[config.mk]
export PLATFORM = sky130hd
export DESIGN_NAME = rac_top
export DESIGN_NICKNAME = d
export VERILOG_FILES = /design/src/core/rac_pkg.sv /design/src/core/rac_pair_if.sv /design/src/core/rac_pair.sv /design/src/core/rac_top.sv
export VERILOG_INCLUDE_DIRS = /design/src /design/src/core
export SDC_FILE = /design/constraint.sdc
export NUM_CORES = 1
export LEC_CHECK = 0
export ABC_CLOCK_PERIOD_IN_PS = 3000
export BUFFER_PORTS_ARGS = -buffer_cell sky130_fd_sc_hd__buf_4
export CORE_AREA = 2 2 109 58
export CTS_CLUSTER_DIAMETER = 50
export DETAILED_ROUTE_END_ITERATION = 8
export DIE_AREA = 0 0 111 60
export PLACE_DENSITY = 0.73
export SLEW_MARGIN = 10
export SYNTH_ARGS = -nofsm -noshare
export SYNTH_HDL_FRONTEND = slang
export SYNTH_SLANG_ARGS = --single-unit
export TNS_END_PERCENT = 100
[constraint.sdc]
create_clock -name CLK_I -period 3 [get_ports CLK_I]
set_input_delay 0.6 -clock CLK_I [delete_from_list [all_inputs] [get_ports CLK_I]]
set_output_delay 0.6 -clock CLK_I [all_outputs]
set_load 0.05 [all_outputs]
[src/core/rac_defines.svh]
// Register indices, field masks, reset values and widths of the register bank
`ifndef RAC_DEFINES_SVH
`define RAC_DEFINES_SVH

// ----------------------------------------------------------------------------
// Geometry
// ----------------------------------------------------------------------------
`define RAC_DATA_W        8
`define RAC_ADDR_W        3

// ----------------------------------------------------------------------------
// Register indices
// ----------------------------------------------------------------------------
`define RAC_IDX_CTRL      3'h0
`define RAC_IDX_STATUS    3'h1
`define RAC_IDX_CMD       3'h2
`define RAC_IDX_OUT       3'h3
`define RAC_IDX_OUTSET    3'h4
`define RAC_IDX_OUTCLEAR  3'h5
`define RAC_IDX_OUTTOGGLE 3'h6
`define RAC_IDX_DBG       3'h7

// ----------------------------------------------------------------------------
// Implemented bit masks (zero bits are reserved)
// ----------------------------------------------------------------------------
`define RAC_MASK_CTRL     8'h3F
`define RAC_MASK_STATUS   8'h7F
`define RAC_MASK_CMD      8'h0F
`define RAC_MASK_OUT      8'hFF
`define RAC_MASK_DBG      8'h03

// ----------------------------------------------------------------------------
// Reset values
// ----------------------------------------------------------------------------
`define RAC_RST_CTRL      8'h00
`define RAC_RST_OUT       8'h00
`define RAC_RST_DBG       8'h00
`define RAC_RST_CMD       8'h00
`define RAC_RST_RDATA     8'h00

`endif

[src/core/rac_pkg.sv]
// Types and shared operations of the register bank
package rac_pkg;

  // --------------------------------------------------------------------------
  // Pair access kinds
  // --------------------------------------------------------------------------
  typedef enum logic [3:0] {
    RAC_OP_BASE = 4'h1,
    RAC_OP_SET  = 4'h2,
    RAC_OP_CLEAR  = 4'h4,
    RAC_OP_TOGGLE = 4'h8
  } rac_op_t;

  typedef logic [7:0] rac_data_t;

  // --------------------------------------------------------------------------
  // New base value for one write through any address of a pair
  // --------------------------------------------------------------------------
  function automatic rac_data_t rac_apply(input rac_op_t op, input rac_data_t cur, input rac_data_t wd);
    rac_data_t res;
    res = cur;
    case (op)
      RAC_OP_BASE: res = wd;
      RAC_OP_SET:  res = cur | wd;
      RAC_OP_CLEAR:  res = cur & ~wd;
      RAC_OP_TOGGLE: res = cur ^ wd;
      default:     res = cur;
    endcase
    return res;
  endfunction : rac_apply

  // --------------------------------------------------------------------------
  // Maps an index onto the pair access kind
  // --------------------------------------------------------------------------
  function automatic rac_op_t rac_op_of(input logic [2:0] idx);
    rac_op_t op;
    case (idx)
      3'h4:    op = RAC_OP_SET;
      3'h5:    op = RAC_OP_CLEAR;
      3'h6:    op = RAC_OP_TOGGLE;
      default: op = RAC_OP_BASE;
    endcase
    return op;
  endfunction : rac_op_of

endpackage : rac_pkg

[src/core/rac_pair_if.sv]
// Link between the bank and its set/clear/toggle register pair
`timescale 1ns/100ps

interface rac_pair_if;
  logic              wr;
  rac_pkg::rac_op_t  op;
  rac_pkg::rac_data_t wdata;
  logic              srst;
  rac_pkg::rac_data_t val;

  modport bank (output wr, output op, output wdata, output srst, input val);
  modport pair (input wr, input op, input wdata, input srst, output val);
endinterface : rac_pair_if

[src/core/rac_pair.sv]
// Base register with set, clear and toggle companions
`timescale 1ns/100ps
`include "rac_defines.svh"

module rac_pair (
  // Clock and reset
  input  wire logic  clk_i,
  input  wire logic  rst_n_i,
  input  wire logic  ce_i,
  // Bank side
  rac_pair_if.pair   pif
);

  rac_pkg::rac_data_t val_q;
  rac_pkg::rac_data_t val_d;

  // --------------------------------------------------------------------------
  // Next value
  // --------------------------------------------------------------------------
  always_comb begin
    val_d = val_q;
    if (pif.srst) begin
      val_d = `RAC_RST_OUT;
    end else if (pif.wr) begin
      // Zero bits of a companion write keep their value
      val_d = rac_pkg::rac_apply(pif.op, val_q, pif.wdata) & `RAC_MASK_OUT;
    end
  end

  always_ff @(posedge clk_i or negedge rst_n_i) begin
    if (!rst_n_i) begin
      val_q <= `RAC_RST_OUT;
    end else if (ce_i) begin
      val_q <= val_d;
    end
  end

  // One stored value behind all four addresses
  assign pif.val = val_q;

endmodule : rac_pair

[src/core/rac_top.sv]
// Register bank showing read/write, read-only, write-only, reserved and paired bits
// Summary of operation
// - Read/write bits store written data and return it on reads.
// - Read-only bits show hardware state; writes to them are dropped.
// - Write-only bits accept writes; their read value must not be relied on.
// - Reserved bits always read as zero whatever was written.
// - Every register holds its reset value after power-on reset.
// - Peripheral soft reset restores reset values except debug control registers.
// - Each companion register pairs one base; both addresses read the same value.
// - A one written to the clear companion forces that base bit to zero.
// - A one written to the set companion forces that base bit to one.
// - A one written to the toggle companion inverts that base bit.
`timescale 1ns/100ps
`include "rac_defines.svh"

module rac_top (
  // Clock, reset, enable
  input  wire logic                       CLK_I,
  input  wire logic                       RST_N_I,
  input  wire logic                       CE_I,
  input  wire logic                       SWRST_I,
  // Register access port
  input  wire logic                       REQ_I,
  input  wire logic                       WE_I,
  input  wire logic [`RAC_ADDR_W-1:0]     ADDR_I,
  input  wire logic [`RAC_DATA_W-1:0]     WDATA_I,
  output logic      [`RAC_DATA_W-1:0]     RDATA_O,
  output logic                            ACK_O,
  // Hardware side
  input  wire logic [`RAC_DATA_W-1:0]     STATUS_I,
  output logic      [`RAC_DATA_W-1:0]     CTRL_O,
  output logic      [`RAC_DATA_W-1:0]     CMD_O,
  output logic                            CMD_STB_O,
  output logic      [`RAC_DATA_W-1:0]     OUT_O,
  output logic      [`RAC_DATA_W-1:0]     DBG_O
);

  // --------------------------------------------------------------------------
  // State
  // --------------------------------------------------------------------------
  rac_pkg::rac_data_t ctrl_q;
  rac_pkg::rac_data_t ctrl_d;
  rac_pkg::rac_data_t dbg_q;
  rac_pkg::rac_data_t dbg_d;
  rac_pkg::rac_data_t cmd_q;
  rac_pkg::rac_data_t cmd_d;
  logic               cmd_stb_q;
  logic               cmd_stb_d;
  rac_pkg::rac_data_t rdata_q;
  rac_pkg::rac_data_t rdata_d;
  logic               ack_q;
  logic               ack_d;
  logic               wr;
  logic               rd;
  logic               is_pair;
  logic               wr_ctrl;
  logic               wr_dbg;
  logic               wr_cmd;
  rac_pkg::rac_data_t status_view;

  rac_pair_if pif ();

  // --------------------------------------------------------------------------
  // Decoding
  // --------------------------------------------------------------------------
  // Index of the base register or one of its companions
  function automatic logic rac_in_pair(input logic [`RAC_ADDR_W-1:0] idx);
    return (idx >= `RAC_IDX_OUT) && (idx <= `RAC_IDX_OUTTOGGLE);
  endfunction : rac_in_pair

  // Implemented bits of an index; zero bits are reserved
  function automatic rac_pkg::rac_data_t rac_mask_of(input logic [`RAC_ADDR_W-1:0] idx);
    rac_pkg::rac_data_t m;
    case (idx)
      `RAC_IDX_CTRL:   m = `RAC_MASK_CTRL;
      `RAC_IDX_STATUS: m = `RAC_MASK_STATUS;
      `RAC_IDX_CMD:    m = `RAC_MASK_CMD;
      `RAC_IDX_DBG:    m = `RAC_MASK_DBG;
      default:         m = `RAC_MASK_OUT;
    endcase
    return m;
  endfunction : rac_mask_of

  assign wr      = REQ_I & WE_I;
  assign rd      = REQ_I & ~WE_I;
  assign is_pair = rac_in_pair(ADDR_I);

  // --------------------------------------------------------------------------
  // Write strobes
  // --------------------------------------------------------------------------
  assign wr_ctrl = wr & (ADDR_I == `RAC_IDX_CTRL);
  assign wr_dbg  = wr & (ADDR_I == `RAC_IDX_DBG);
  assign wr_cmd  = wr & (ADDR_I == `RAC_IDX_CMD);

  // --------------------------------------------------------------------------
  // Read-only status
  // --------------------------------------------------------------------------
  // No store stands behind the status index, so a write there changes nothing
  assign status_view = STATUS_I & rac_mask_of(`RAC_IDX_STATUS);

  // --------------------------------------------------------------------------
  // Paired register
  // --------------------------------------------------------------------------
  assign pif.wr    = wr & is_pair;
  assign pif.op    = rac_pkg::rac_op_of(ADDR_I);
  assign pif.wdata = WDATA_I;
  assign pif.srst  = SWRST_I;

  rac_pair u_pair (
    .clk_i   (CLK_I),
    .rst_n_i (RST_N_I),
    .ce_i    (CE_I),
    .pif     (pif)
  );

  // --------------------------------------------------------------------------
  // Control register
  // --------------------------------------------------------------------------
  always_comb begin
    ctrl_d = ctrl_q;
    if (SWRST_I) begin
      // Soft reset wins over a write in the same cycle
      ctrl_d = `RAC_RST_CTRL;
    end else if (wr_ctrl) begin
      ctrl_d = WDATA_I & rac_mask_of(ADDR_I);
    end
  end

  always_ff @(posedge CLK_I or negedge RST_N_I) begin
    if (!RST_N_I) begin
      ctrl_q <= `RAC_RST_CTRL;
    end else if (CE_I) begin
      ctrl_q <= ctrl_d;
    end
  end

  // --------------------------------------------------------------------------
  // Debug control register, kept through a soft reset
  // --------------------------------------------------------------------------
  always_comb begin
    dbg_d = dbg_q;
    if (wr_dbg) begin
      dbg_d = WDATA_I & rac_mask_of(ADDR_I);
    end
  end

  always_ff @(posedge CLK_I or negedge RST_N_I) begin
    if (!RST_N_I) begin
      dbg_q <= `RAC_RST_DBG;
    end else if (CE_I) begin
      dbg_q <= dbg_d;
    end
  end

  // --------------------------------------------------------------------------
  // Write-only command
  // --------------------------------------------------------------------------
  always_comb begin
    cmd_d     = cmd_q;
    cmd_stb_d = 1'b0;
    if (SWRST_I) begin
      cmd_d = `RAC_RST_CMD;
    end else if (wr_cmd) begin
      cmd_d     = WDATA_I & rac_mask_of(ADDR_I);
      cmd_stb_d = 1'b1;
    end
  end

  always_ff @(posedge CLK_I or negedge RST_N_I) begin
    if (!RST_N_I) begin
      cmd_q     <= `RAC_RST_CMD;
      cmd_stb_q <= 1'b0;
    end else if (CE_I) begin
      cmd_q     <= cmd_d;
      cmd_stb_q <= cmd_stb_d;
    end
  end

  // --------------------------------------------------------------------------
  // Read path
  // --------------------------------------------------------------------------
  always_comb begin
    ack_d   = REQ_I;
    rdata_d = rdata_q;
    if (rd) begin
      if (is_pair) begin
        rdata_d = pif.val;
      end else begin
        case (ADDR_I)
          `RAC_IDX_CTRL:   rdata_d = ctrl_q & rac_mask_of(ADDR_I);
          `RAC_IDX_STATUS: rdata_d = status_view;
          // Write-only data is not returned
          `RAC_IDX_CMD:    rdata_d = 8'h00;
          `RAC_IDX_DBG:    rdata_d = dbg_q & rac_mask_of(ADDR_I);
          default:         rdata_d = 8'h00;
        endcase
      end
    end
  end

  always_ff @(posedge CLK_I or negedge RST_N_I) begin
    if (!RST_N_I) begin
      rdata_q <= `RAC_RST_RDATA;
      ack_q   <= 1'b0;
    end else if (CE_I) begin
      rdata_q <= rdata_d;
      ack_q   <= ack_d;
    end
  end

  // --------------------------------------------------------------------------
  // Outputs
  // --------------------------------------------------------------------------
  assign RDATA_O   = rdata_q;
  assign ACK_O     = ack_q;
  assign CTRL_O    = ctrl_q;
  assign CMD_O     = cmd_q;
  assign CMD_STB_O = cmd_stb_q;
  assign OUT_O     = pif.val;
  assign DBG_O     = dbg_q;

endmodule : rac_top

==> results of run 1 <==
-- registers in the layout, indices dropped and copies added, names as in the netlist --
register	flops
ACK_O	1
CMD_O	8
CMD_STB_O	1
CTRL_O	8
DBG_O	8
RDATA_O	8
u_pair.pif.val	8
-- power groups by stage --
stage | clock [mW] | combinational [mW] | sequential, mW
4_1_cts | 0.621 | 0.545 | 0.678
3_3_place_gp | 0 | 0.531 | 0.684
5_1_grt | 0.643 | 0.582 | 0.686
2_1_floorplan | 0 | 0.175 | 0.866
3_5_place_dp | 0 | 0.542 | 0.686
6_report | 0.612 | 0.542 | 0.678
-- cells by family after synthesis --
logic type | Yosys count
AO/OA/AOI/OAI | 66
buffers and inverters | 35
flip-flops | 42
AND/OR/NAND/NOR | 75
adder cells (fa/ha/maj) | 16
multiplexers | 14
-- cells in the mapped netlist, drive strengths merged (7+ instances only) --
cell	number	area (um2)
nand2b	8	50.1
o21ai	15	75.1
nor2b	12	75.1
nand2	13	48.8
dfrtp	42	1050
ha	16	200
mux2i	7	70.1
inv	21	78.8
mux2	7	78.8
and2	8	52.6
a32o	8	80.1
buf	8	51.3
nor2	12	47.6
-- layout make-up --
type                    instances  area (um2)  area share
well taps                      77        96.3      0.0302
inverters                      21        78.8      0.0247
multi-input cells             171        1290       0.406
repair buffers                 67         503       0.158
clock buffers                   7         133      0.0416
flip-flops and latches         42        1050       0.330
clock inverters                 1        30.0     0.00943
-- per-layer routing --
| metal | up-vias | routed length (um) |
|---|---|---|
| li1 | 1005 | - |
| met1 | 1042 | 3400 |
| met2 | 88 | 2600 |
| met3 | 7 | 558 |
| met4 | 0 | 45 |
| met5 | - | 0 |
-- through the flow --
stage | total power, mW | hold slack (ns) | setup slack [ns] | instance area (um2) | std cells
after detailed placement | 1.23 | 0.478 | 0.879 | 3020 | 378
after CTS | 1.84 | 0.328 | 1.17 | 3190 | 386
final | 1.83 | 0.301 | 1.20 | 3190 | 386
after global placement | 1.21 | 0.470 | 0.894 | 3020 | 378
after global routing | 1.91 | 0.337 | 1.07 | 3190 | 386
after floorplan | 1.04 | 0.304 | 1.12 | 2500 | 248
-- worst max-delay path: cells and delay by family --
family / cells / cell delay, ns
simple gates: 1 / 0.54
compound gates: 2 / 0.47
buf+inv: 1 / 0.35
-- cell usage in the layout, fill, tap and decap left out, types with 2 or more instances in the layout --
cell        n
a21oi_1     6
inv_1      21
nand3_1     2
mux2i_1     7
and2_1      7
o21a_1      5
o211ai_1    5
o221ai_1    2
a22oi_1     4
o21ai_0    13
mux2_2      7
ha_1       16
nor3_1      5
nor3b_1     4
a211o_1     3
a221o_1     3
or2_2       4
o2bb2ai_1   6
nand2b_1    8
buf_4      67
clkbuf_16   5
dfrtp_1    42
o21ai_1     2
a32o_1      8
nor2_1     11
clkbuf_1    2
nor2b_1    12
nand2_1    13
-- worst min path at each step --
stage / startpoint / end / slack [ns]
2_1_floorplan: RST_N_I / ACK_O / 0.30
3_3_place_gp: CMD_O[6] / CMD_O[6] / 0.47
3_5_place_dp: CMD_O[5] / CMD_O[5] / 0.48
4_1_cts: RST_N_I / RDATA_O[4] / 0.33
5_1_grt: RST_N_I / RDATA_O[4] / 0.34
6_report: RST_N_I / RDATA_O[4] / 0.30
==> out/qor.txt, run 1 <==
crit-path max FO -> 40
CP Capture Point -> CMD_O[3]
worst path arrival time -> 1.98 ns
grt met1 use -> 0.318
htree depth -> 2
CTS Hold Bufs -> 0
largest net degree at the start of global routing -> 43
clock skew -> 0.00412 ns
ys async rst share -> 1.00
Synth Area in Adders -> 0.0802
row count -> 20
Hold Path Class -> in2async
endpoint class of the critical path -> flip-flop
first-iteration detailed-routing DRC count -> 130
GR peak layer -> met1
Least-Margin Pin Slew -> 0.659 ns
simple-gate share of the synthesized area -> 0.179
reg-to-reg startpoint -> u_pair.pif.val[1]
register bit count reported by yosys -> 42
CP cell instances -> buf_4, nor4b_4, o21ai_1, a32o_1
TritonCTS clock tree -> yes
Root Buffer -> clkbuf_16
RSZ-0062 raised after global routing -> false
port bufs -> 65
Detail Placement HPWL -> 4690 um
GPL Wtd Cong -> 0.835
DRC Markers -> 0
Reg2Reg Depth -> 6
R2R Setup Slk -> 1.35 ns
post-synth cell types -> 47
setup TNS -> 0 ns
GRT met3 Usage -> 0.0487
maxcap violations -> 0
post-CTS setup buffers -> 0
Final min period -> 1.80 ns
drt via density -> 5.55
main flop type after synthesis -> dfrtp_1
antenna violations before repair -> 0
synth warn -> 0
EDFF count, synth -> 0
Boundary Pins -> 67
Cell Pwr Density -> 575 nW/um2
final core occ -> 0.551
via count -> 2,142
clk_lat worst skew -> 0.28 ns
sequential share of the synthesized area -> 0.421
maximum VDD drop -> 344 uV
first-pass GRT wire length -> 10,900 um
ANT cells -> 0
leak pwr -> 1.53 nW
Avg Cell Area, Syn -> 10.1 um2
Post-DRT Antenna Nets -> 0
TritonRoute pass-1 iters -> 4
main combinational cell family by area after synthesis -> compound AO/OA/AOI/OAI gates
synthesized area -> 2500 um2
die area -> 6660 um2
Die Wd -> 111 um
XOR/XNOR Fraction of Synth Area -> 0
status -> finished clean
number of fill cells -> 517
Tcrit/Tclk final -> 0.602
Final Setup Violations -> 0
sequential share of power -> 0.370
post-synthesis compound-gate area fraction -> 0.199
Sw Share -> 0.344
P&R area growth vs syn -> 27.6%
GR Overflow Total -> 0
CP startpoint kind -> input port
nets -> 349
final hold vios -> 0
r2r endpoint -> u_pair.pif.val[1]
Core ar. -> 5780 um2
CP Launch Point -> ADDR_I[1]
clock sinks -> 42
crit path max-delay cell type -> nor4b_4
routed wire length per instance -> 17.1 um
Crit path required time -> 3.17 ns
clk slew on worst S/H paths -> 0.06 ns
M2 GR Usage -> 0.309
vias in the first global route -> 2,108
Starting Density -> 0.432
Mapped Cells -> 248
Num CTS Buffers -> 5
Max Clock Freq -> 554 MHz
post-CTS resize count -> 0
multiplexer share of the synthesized area -> 0.0596
critical path class -> in2reg
internal cell power -> 1.20 mW
die height -> 60 um
Slew headroom -> 0.557
global-route usage over all layers -> 0.211
max-slew violations -> 0
power share of the clock group -> 0.334
maximum buffer depth of the clock tree -> 2
slowest cell delay on critical path -> 0.54 ns
Psw -> 0.630 mW
Detailed Route WL -> 6610 um
fraction of layout cells with a size suffix above 1 -> 0.298
Comb pwr share -> 0.296
syn_nets -> 289
Power figures use the tool's default switching activity.
==> run 2: changes to the inputs <==
--- a/config.mk
+++ b/config.mk
@@ -6,7 +6,7 @@
 export SDC_FILE = /design/constraint.sdc
 export NUM_CORES = 1
 export LEC_CHECK = 0
-export ABC_CLOCK_PERIOD_IN_PS = 3000
+export ABC_CLOCK_PERIOD_IN_PS = 1700
 export BUFFER_PORTS_ARGS = -buffer_cell sky130_fd_sc_hd__buf_4
 export CORE_AREA = 2 2 109 58
 export CTS_CLUSTER_DIAMETER = 50
==> constraint.sdc (replaced) <==
create_clock -name CLK_I -period 1.7 [get_ports CLK_I]
set_input_delay 0.34 -clock CLK_I [delete_from_list [all_inputs] [get_ports CLK_I]]
set_output_delay 0.34 -clock CLK_I [all_outputs]
set_load 0.05 [all_outputs]
==> run 2 against run 1 <==
Effect of this change: via count increased by 4.7%; global-route usage increased by 0.86 points; clock-buffer cell count decreased by 1; register-to-register slack got worse by 1.3 ns; wire length increased by 3.9%.
==> out/qor.txt, run 2 (synthesized netlist as in run 1, its figures left out) <==
htree depth -> 2
P&R area growth vs syn -> 33.4%
port bufs -> 65
R2R Setup Slk -> 0.07 ns
Crit path required time -> 1.87 ns
most frequent cells in the layout -> buf_4, dfrtp_1, inv_1
internal cell power -> 2.14 mW
Starting Density -> 0.432
Num CTS Buffers -> 5
clk slew on worst S/H paths -> 0.06 ns
drt via density -> 5.55
TritonRoute pass-1 iters -> 6
final hold vios -> 0
Final Setup Violations -> 0
maximum VDD drop -> 578 uV
first-iteration detailed-routing DRC count -> 129
reg-to-reg startpoint -> u_pair.pif.val[1]
row count -> 20
crit-path max FO -> 4
Die Wd -> 111 um
largest net degree at the start of global routing -> 43
Max Clock Freq -> 614 MHz
status -> finished clean
die height -> 60 um
via count -> 2,242
WP buf/inv -> 1
clock skew -> 0.00265 ns
global-route usage over all layers -> 0.220
maximum buffer depth of the clock tree -> 2
fraction of layout cells with a size suffix above 1 -> 0.355
count of non-filler cells in the finished layout -> 404
Root Buffer -> clkbuf_16
Tcrit/Tclk final -> 0.957
Core ar. -> 5780 um2
Post-DRT Antenna Nets -> 0
Inst Count DP -> 396
CP startpoint kind -> flip-flop
Comb pwr share -> 0.302
GPL Wtd Cong -> 0.854
nets -> 367
TritonCTS clock tree -> yes
slowest cell delay on critical path -> 0.45 ns
commonest non-fill, non-tap cell in the layout -> buf_4
Detail Placement HPWL -> 5060 um
Hold Path Class -> in2async
Cell Pwr Density -> 986 nW/um2
Psw -> 1.14 mW
max-slew violations -> 0
DRC Markers -> 0
RSZ-0062 raised after global routing -> true
Boundary Pins -> 67
Slew headroom -> 0.639
critical path class -> reg2reg
routed wire length per instance -> 17.0 um
final core occ -> 0.576
Final min period -> 1.63 ns
die area -> 6660 um2
vias in the first global route -> 2,126
Sw Share -> 0.347
GR Overflow Total -> 0
maxcap violations -> 0
crit path max-delay cell type -> dfrtp_2
Detailed Route WL -> 6870 um
endpoint class of the critical path -> flip-flop
antenna violations before repair -> 0
clk_lat worst skew -> 0.29 ns
setup TNS -> 0 ns
sequential share of power -> 0.365
dpl cell area -> 3160 um2
r2r endpoint -> u_pair.pif.val[1]
delay-heaviest family, CP -> compound AO/OA/AOI/OAI gates
CTS Hold Bufs -> 0
leak pwr -> 1.61 nW
first-pass GRT wire length -> 11,300 um
power share of the clock group -> 0.333
CP cell instances -> inv_4, ha_1, nor2b_1, nor3_1, a221o_1, a211o_1
Least-Margin Pin Slew -> 0.542 ns
clock sinks -> 42
finished layout cell area -> 3330 um2
Reg2Reg Depth -> 6
worst path arrival time -> 1.80 ns
ANT cells -> 0
[run 2: how the worst max path moves through the flow]
stage | cells past startpoint | slack (ns) | start | to
final | 6 | 0.07 | u_pair.pif.val[1] | u_pair.pif.val[1]
after global routing | 6 | -0.01 | u_pair.pif.val[1] | u_pair.pif.val[1]
after CTS | 6 | 0.05 | u_pair.pif.val[1] | u_pair.pif.val[1]
after detailed placement | 6 | 0.05 | u_pair.pif.val[1] | u_pair.pif.val[1]
after global placement | 5 | 0.08 | ADDR_I[1] | u_pair.pif.val[7]
after floorplan | 6 | -0.02 | u_pair.pif.val[1] | u_pair.pif.val[1]
[run 2: power by group through the flow]
stage          Clock, mW  Sequential, mW  Combinational, mW
4_1_cts             1.11            1.20              0.997
5_1_grt             1.16            1.21               1.06
6_report            1.09            1.20              0.992
3_3_place_gp           0            1.21              0.965
3_5_place_dp           0            1.21              0.992
2_1_floorplan          0            1.53              0.308
[run 2: cell type report]
cell class | instances | area, um2
tap | 77 | 96.3
fill | 519 | 2450
clock buffer | 6 | 129
multi-input combinational | 171 | 1290
timing repair buffer | 85 | 638
inverter | 21 | 81.3
sequential | 42 | 1050
clock inverter | 2 | 37.5
[run 2: timing repair]
| action | 4_1_cts | 5_1_grt |
|---|---|---|
| setup buffers | 0 | 0 |
| resized for setup | 1 | 2 |
| gates cloned | 0 | 0 |
| setup endpoints to repair | 1 | 2 |
[run 2: stage by stage]
step | hold WS (ns) | total power [mW] | worst slack [ns]
3_5_place_dp | 0.371 | 2.20 | 0.0454
3_3_place_gp | 0.363 | 2.18 | 0.0810
2_1_floorplan | 0.0444 | 1.84 | -0.0160
5_1_grt | 0.0824 | 3.44 | -0.0104
4_1_cts | 0.0659 | 3.30 | 0.0489
6_report | 0.0305 | 3.28 | 0.0724
[run 2: per-layer routing]
metal,GRT usage,vias to the layer above,wire length [um]
met5,0,-,0
met4,0.0571,0,65
met3,0.0568,12,597
met2,0.314,107,2820
met1,0.331,1081,3390
li1,-,1042,-
==> run 3: changes to the inputs <==
--- a/config.mk
+++ b/config.mk
@@ -8,11 +8,12 @@
 export LEC_CHECK = 0
 export ABC_CLOCK_PERIOD_IN_PS = 1700
 export BUFFER_PORTS_ARGS = -buffer_cell sky130_fd_sc_hd__buf_4
+export CAP_MARGIN = 10
 export CORE_AREA = 2 2 109 58
 export CTS_CLUSTER_DIAMETER = 50
 export DETAILED_ROUTE_END_ITERATION = 8
 export DIE_AREA = 0 0 111 60
-export PLACE_DENSITY = 0.73
+export PLACE_DENSITY = 0.69
 export SLEW_MARGIN = 10
 export SYNTH_ARGS = -nofsm -noshare
 export SYNTH_HDL_FRONTEND = slang
==> run 3 against run 2 <==
Effect of this change: hold slack better by 0.016 ns; power up 0.69%; sequential share of layout area is 0.12 points lower; first-iteration DRC count is 40% higher; combinational power about the same; non-clock buffer count rose by 2; worst setup slack gained 0.0048 ns; maximum frequency grew 0.30%; sequential cell count unchanged; clock power about the same.
==> out/qor.txt, run 3 (synthesized netlist as in run 1, its figures left out) <==
Die Wd -> 111 um
drt via density -> 5.47
vias in the first global route -> 2,110
Starting Density -> 0.432
final core occ -> 0.578
count of non-filler cells in the finished layout -> 406
Detailed Route WL -> 6930 um
RSZ-0062 raised after global routing -> false
Tcrit/Tclk final -> 0.955
finished layout cell area -> 3340 um2
die area -> 6660 um2
crit-path max FO -> 4
Core ar. -> 5780 um2
Max Clock Freq -> 616 MHz
Slew headroom -> 0.630
GR Overflow Total -> 0
R2R Setup Slk -> 0.08 ns
met2 WL post-DR -> 2800 um
port bufs -> 65
fraction of layout cells with a size suffix above 1 -> 0.356
leak pwr -> 1.62 nW
CTS Hold Bufs -> 0
nets -> 369
first-iteration detailed-routing DRC count -> 180
number of fill cells -> 504
ANT cells -> 0
Least-Margin Pin Slew -> 0.556 ns
setup TNS -> 0 ns
first-pass GRT wire length -> 11,300 um
commonest non-fill, non-tap cell in the layout -> buf_4
Hold Path Class -> in2async
global-route usage over all layers -> 0.218
crit path max-delay cell type -> dfrtp_2
max-slew violations -> 0
Cell Pwr Density -> 989 nW/um2
Num CTS Buffers -> 5
row count -> 20
CP cell instances -> inv_2, ha_1, nor2b_1, nor3_1, a221o_1, a211o_1
clk_lat worst skew -> 0.28 ns
Root Buffer -> clkbuf_16
clock sinks -> 42
final hold vios -> 0
Post-DRT Antenna Nets -> 0
Inst Count DP -> 395
P&R area growth vs syn -> 33.9%
maxcap violations -> 0
maximum VDD drop -> 585 uV
htree depth -> 2
clk slew on worst S/H paths -> 0.06 ns
clock skew -> 0.00112 ns
critical path class -> reg2reg
Detail Route met3 WL -> 606 um
Crit path required time -> 1.86 ns
largest net degree at the start of global routing -> 43
endpoint class of the critical path -> flip-flop
Final min period -> 1.62 ns
most frequent cells in the layout -> buf_4, dfrtp_1, inv_1
TritonRoute pass-1 iters -> 5
via count -> 2,220
antenna violations before repair -> 0
worst path arrival time -> 1.79 ns
TritonCTS clock tree -> yes
slowest cell delay on critical path -> 0.43 ns
Boundary Pins -> 67
Metal-1 WL -> 3520 um
maximum buffer depth of the clock tree -> 2
dpl cell area -> 3150 um2
Final Setup Violations -> 0
status -> finished clean
GPL Wtd Cong -> 0.835
die height -> 60 um
DRC Markers -> 0
Detail Placement HPWL -> 5030 um
routed wire length per instance -> 17.1 um
Top Metal Used -> met3
CP startpoint kind -> flip-flop
run 3: cell type report:
| cell class | count | area, um2 | area share |
|---|---|---|---|
| multi-input combinational | 171 | 1290 | 0.387 |
| sequential | 42 | 1050 | 0.315 |
| timing repair buffer | 87 | 653 | 0.195 |
| clock buffer | 6 | 129 | 0.0385 |
| tap | 77 | 96.3 | 0.0288 |
| inverter | 21 | 78.8 | 0.0236 |
| clock inverter | 2 | 37.5 | 0.0112 |
run 3: layer usage:
metal / GRT usage / vias up
li1: - / 1043
met4: 0.0375 / 0
met2: 0.303 / 100
met5: 0 / -
met3: 0.0609 / 0
met1: 0.337 / 1077
run 3: final timing paths:
kind | from | to | depth (start not counted)
max reg2reg | u_pair.pif.val[1] | u_pair.pif.val[1] | 6
min | RST_N_I | ACK_O | 1
min in group CLK_I | WE_I | RDATA_O[7] | 3
max in group asynchronous | RST_N_I | u_pair.pif.val[7] | 1
max | u_pair.pif.val[1] | u_pair.pif.val[1] | 6
min reg2reg | CTRL_O[7] | CTRL_O[7] | 1
run 3: power by group:
part           switching (mW)  internal, mW  total (mW)
logic                   0.647         0.368        1.01
clock network           0.402         0.694        1.10
registers              0.0974          1.10        1.20
run 3: repair_timing:
action                                 CTS  global route
setup endpoints to repair                0             1
gates resized for setup                  0             1
endpoints found under the hold margin    0             0
buffers inserted                         0             3
run 3: worst max-delay path: cells and delay by family (launching register included):
kind | cells | cell delay [ns]
AOI/OAI and AO/OA | 2 | 0.59
DFF | 1 | 0.43
adders and majority gates | 1 | 0.23
and+or+nand+nor | 2 | 0.17
buffers and inverters | 1 | 0.09
run 3: stage by stage:
stage	worst slack, ns	hold WS (ns)	power [mW]
after floorplan	-0.0160	0.0444	1.84
after global placement	0.0963	0.366	2.17
after detailed placement	0.0643	0.371	2.20
after CTS	0.0190	0.0682	3.30
after global routing	0.000372	0.0815	3.45
final	0.0772	0.0462	3.31
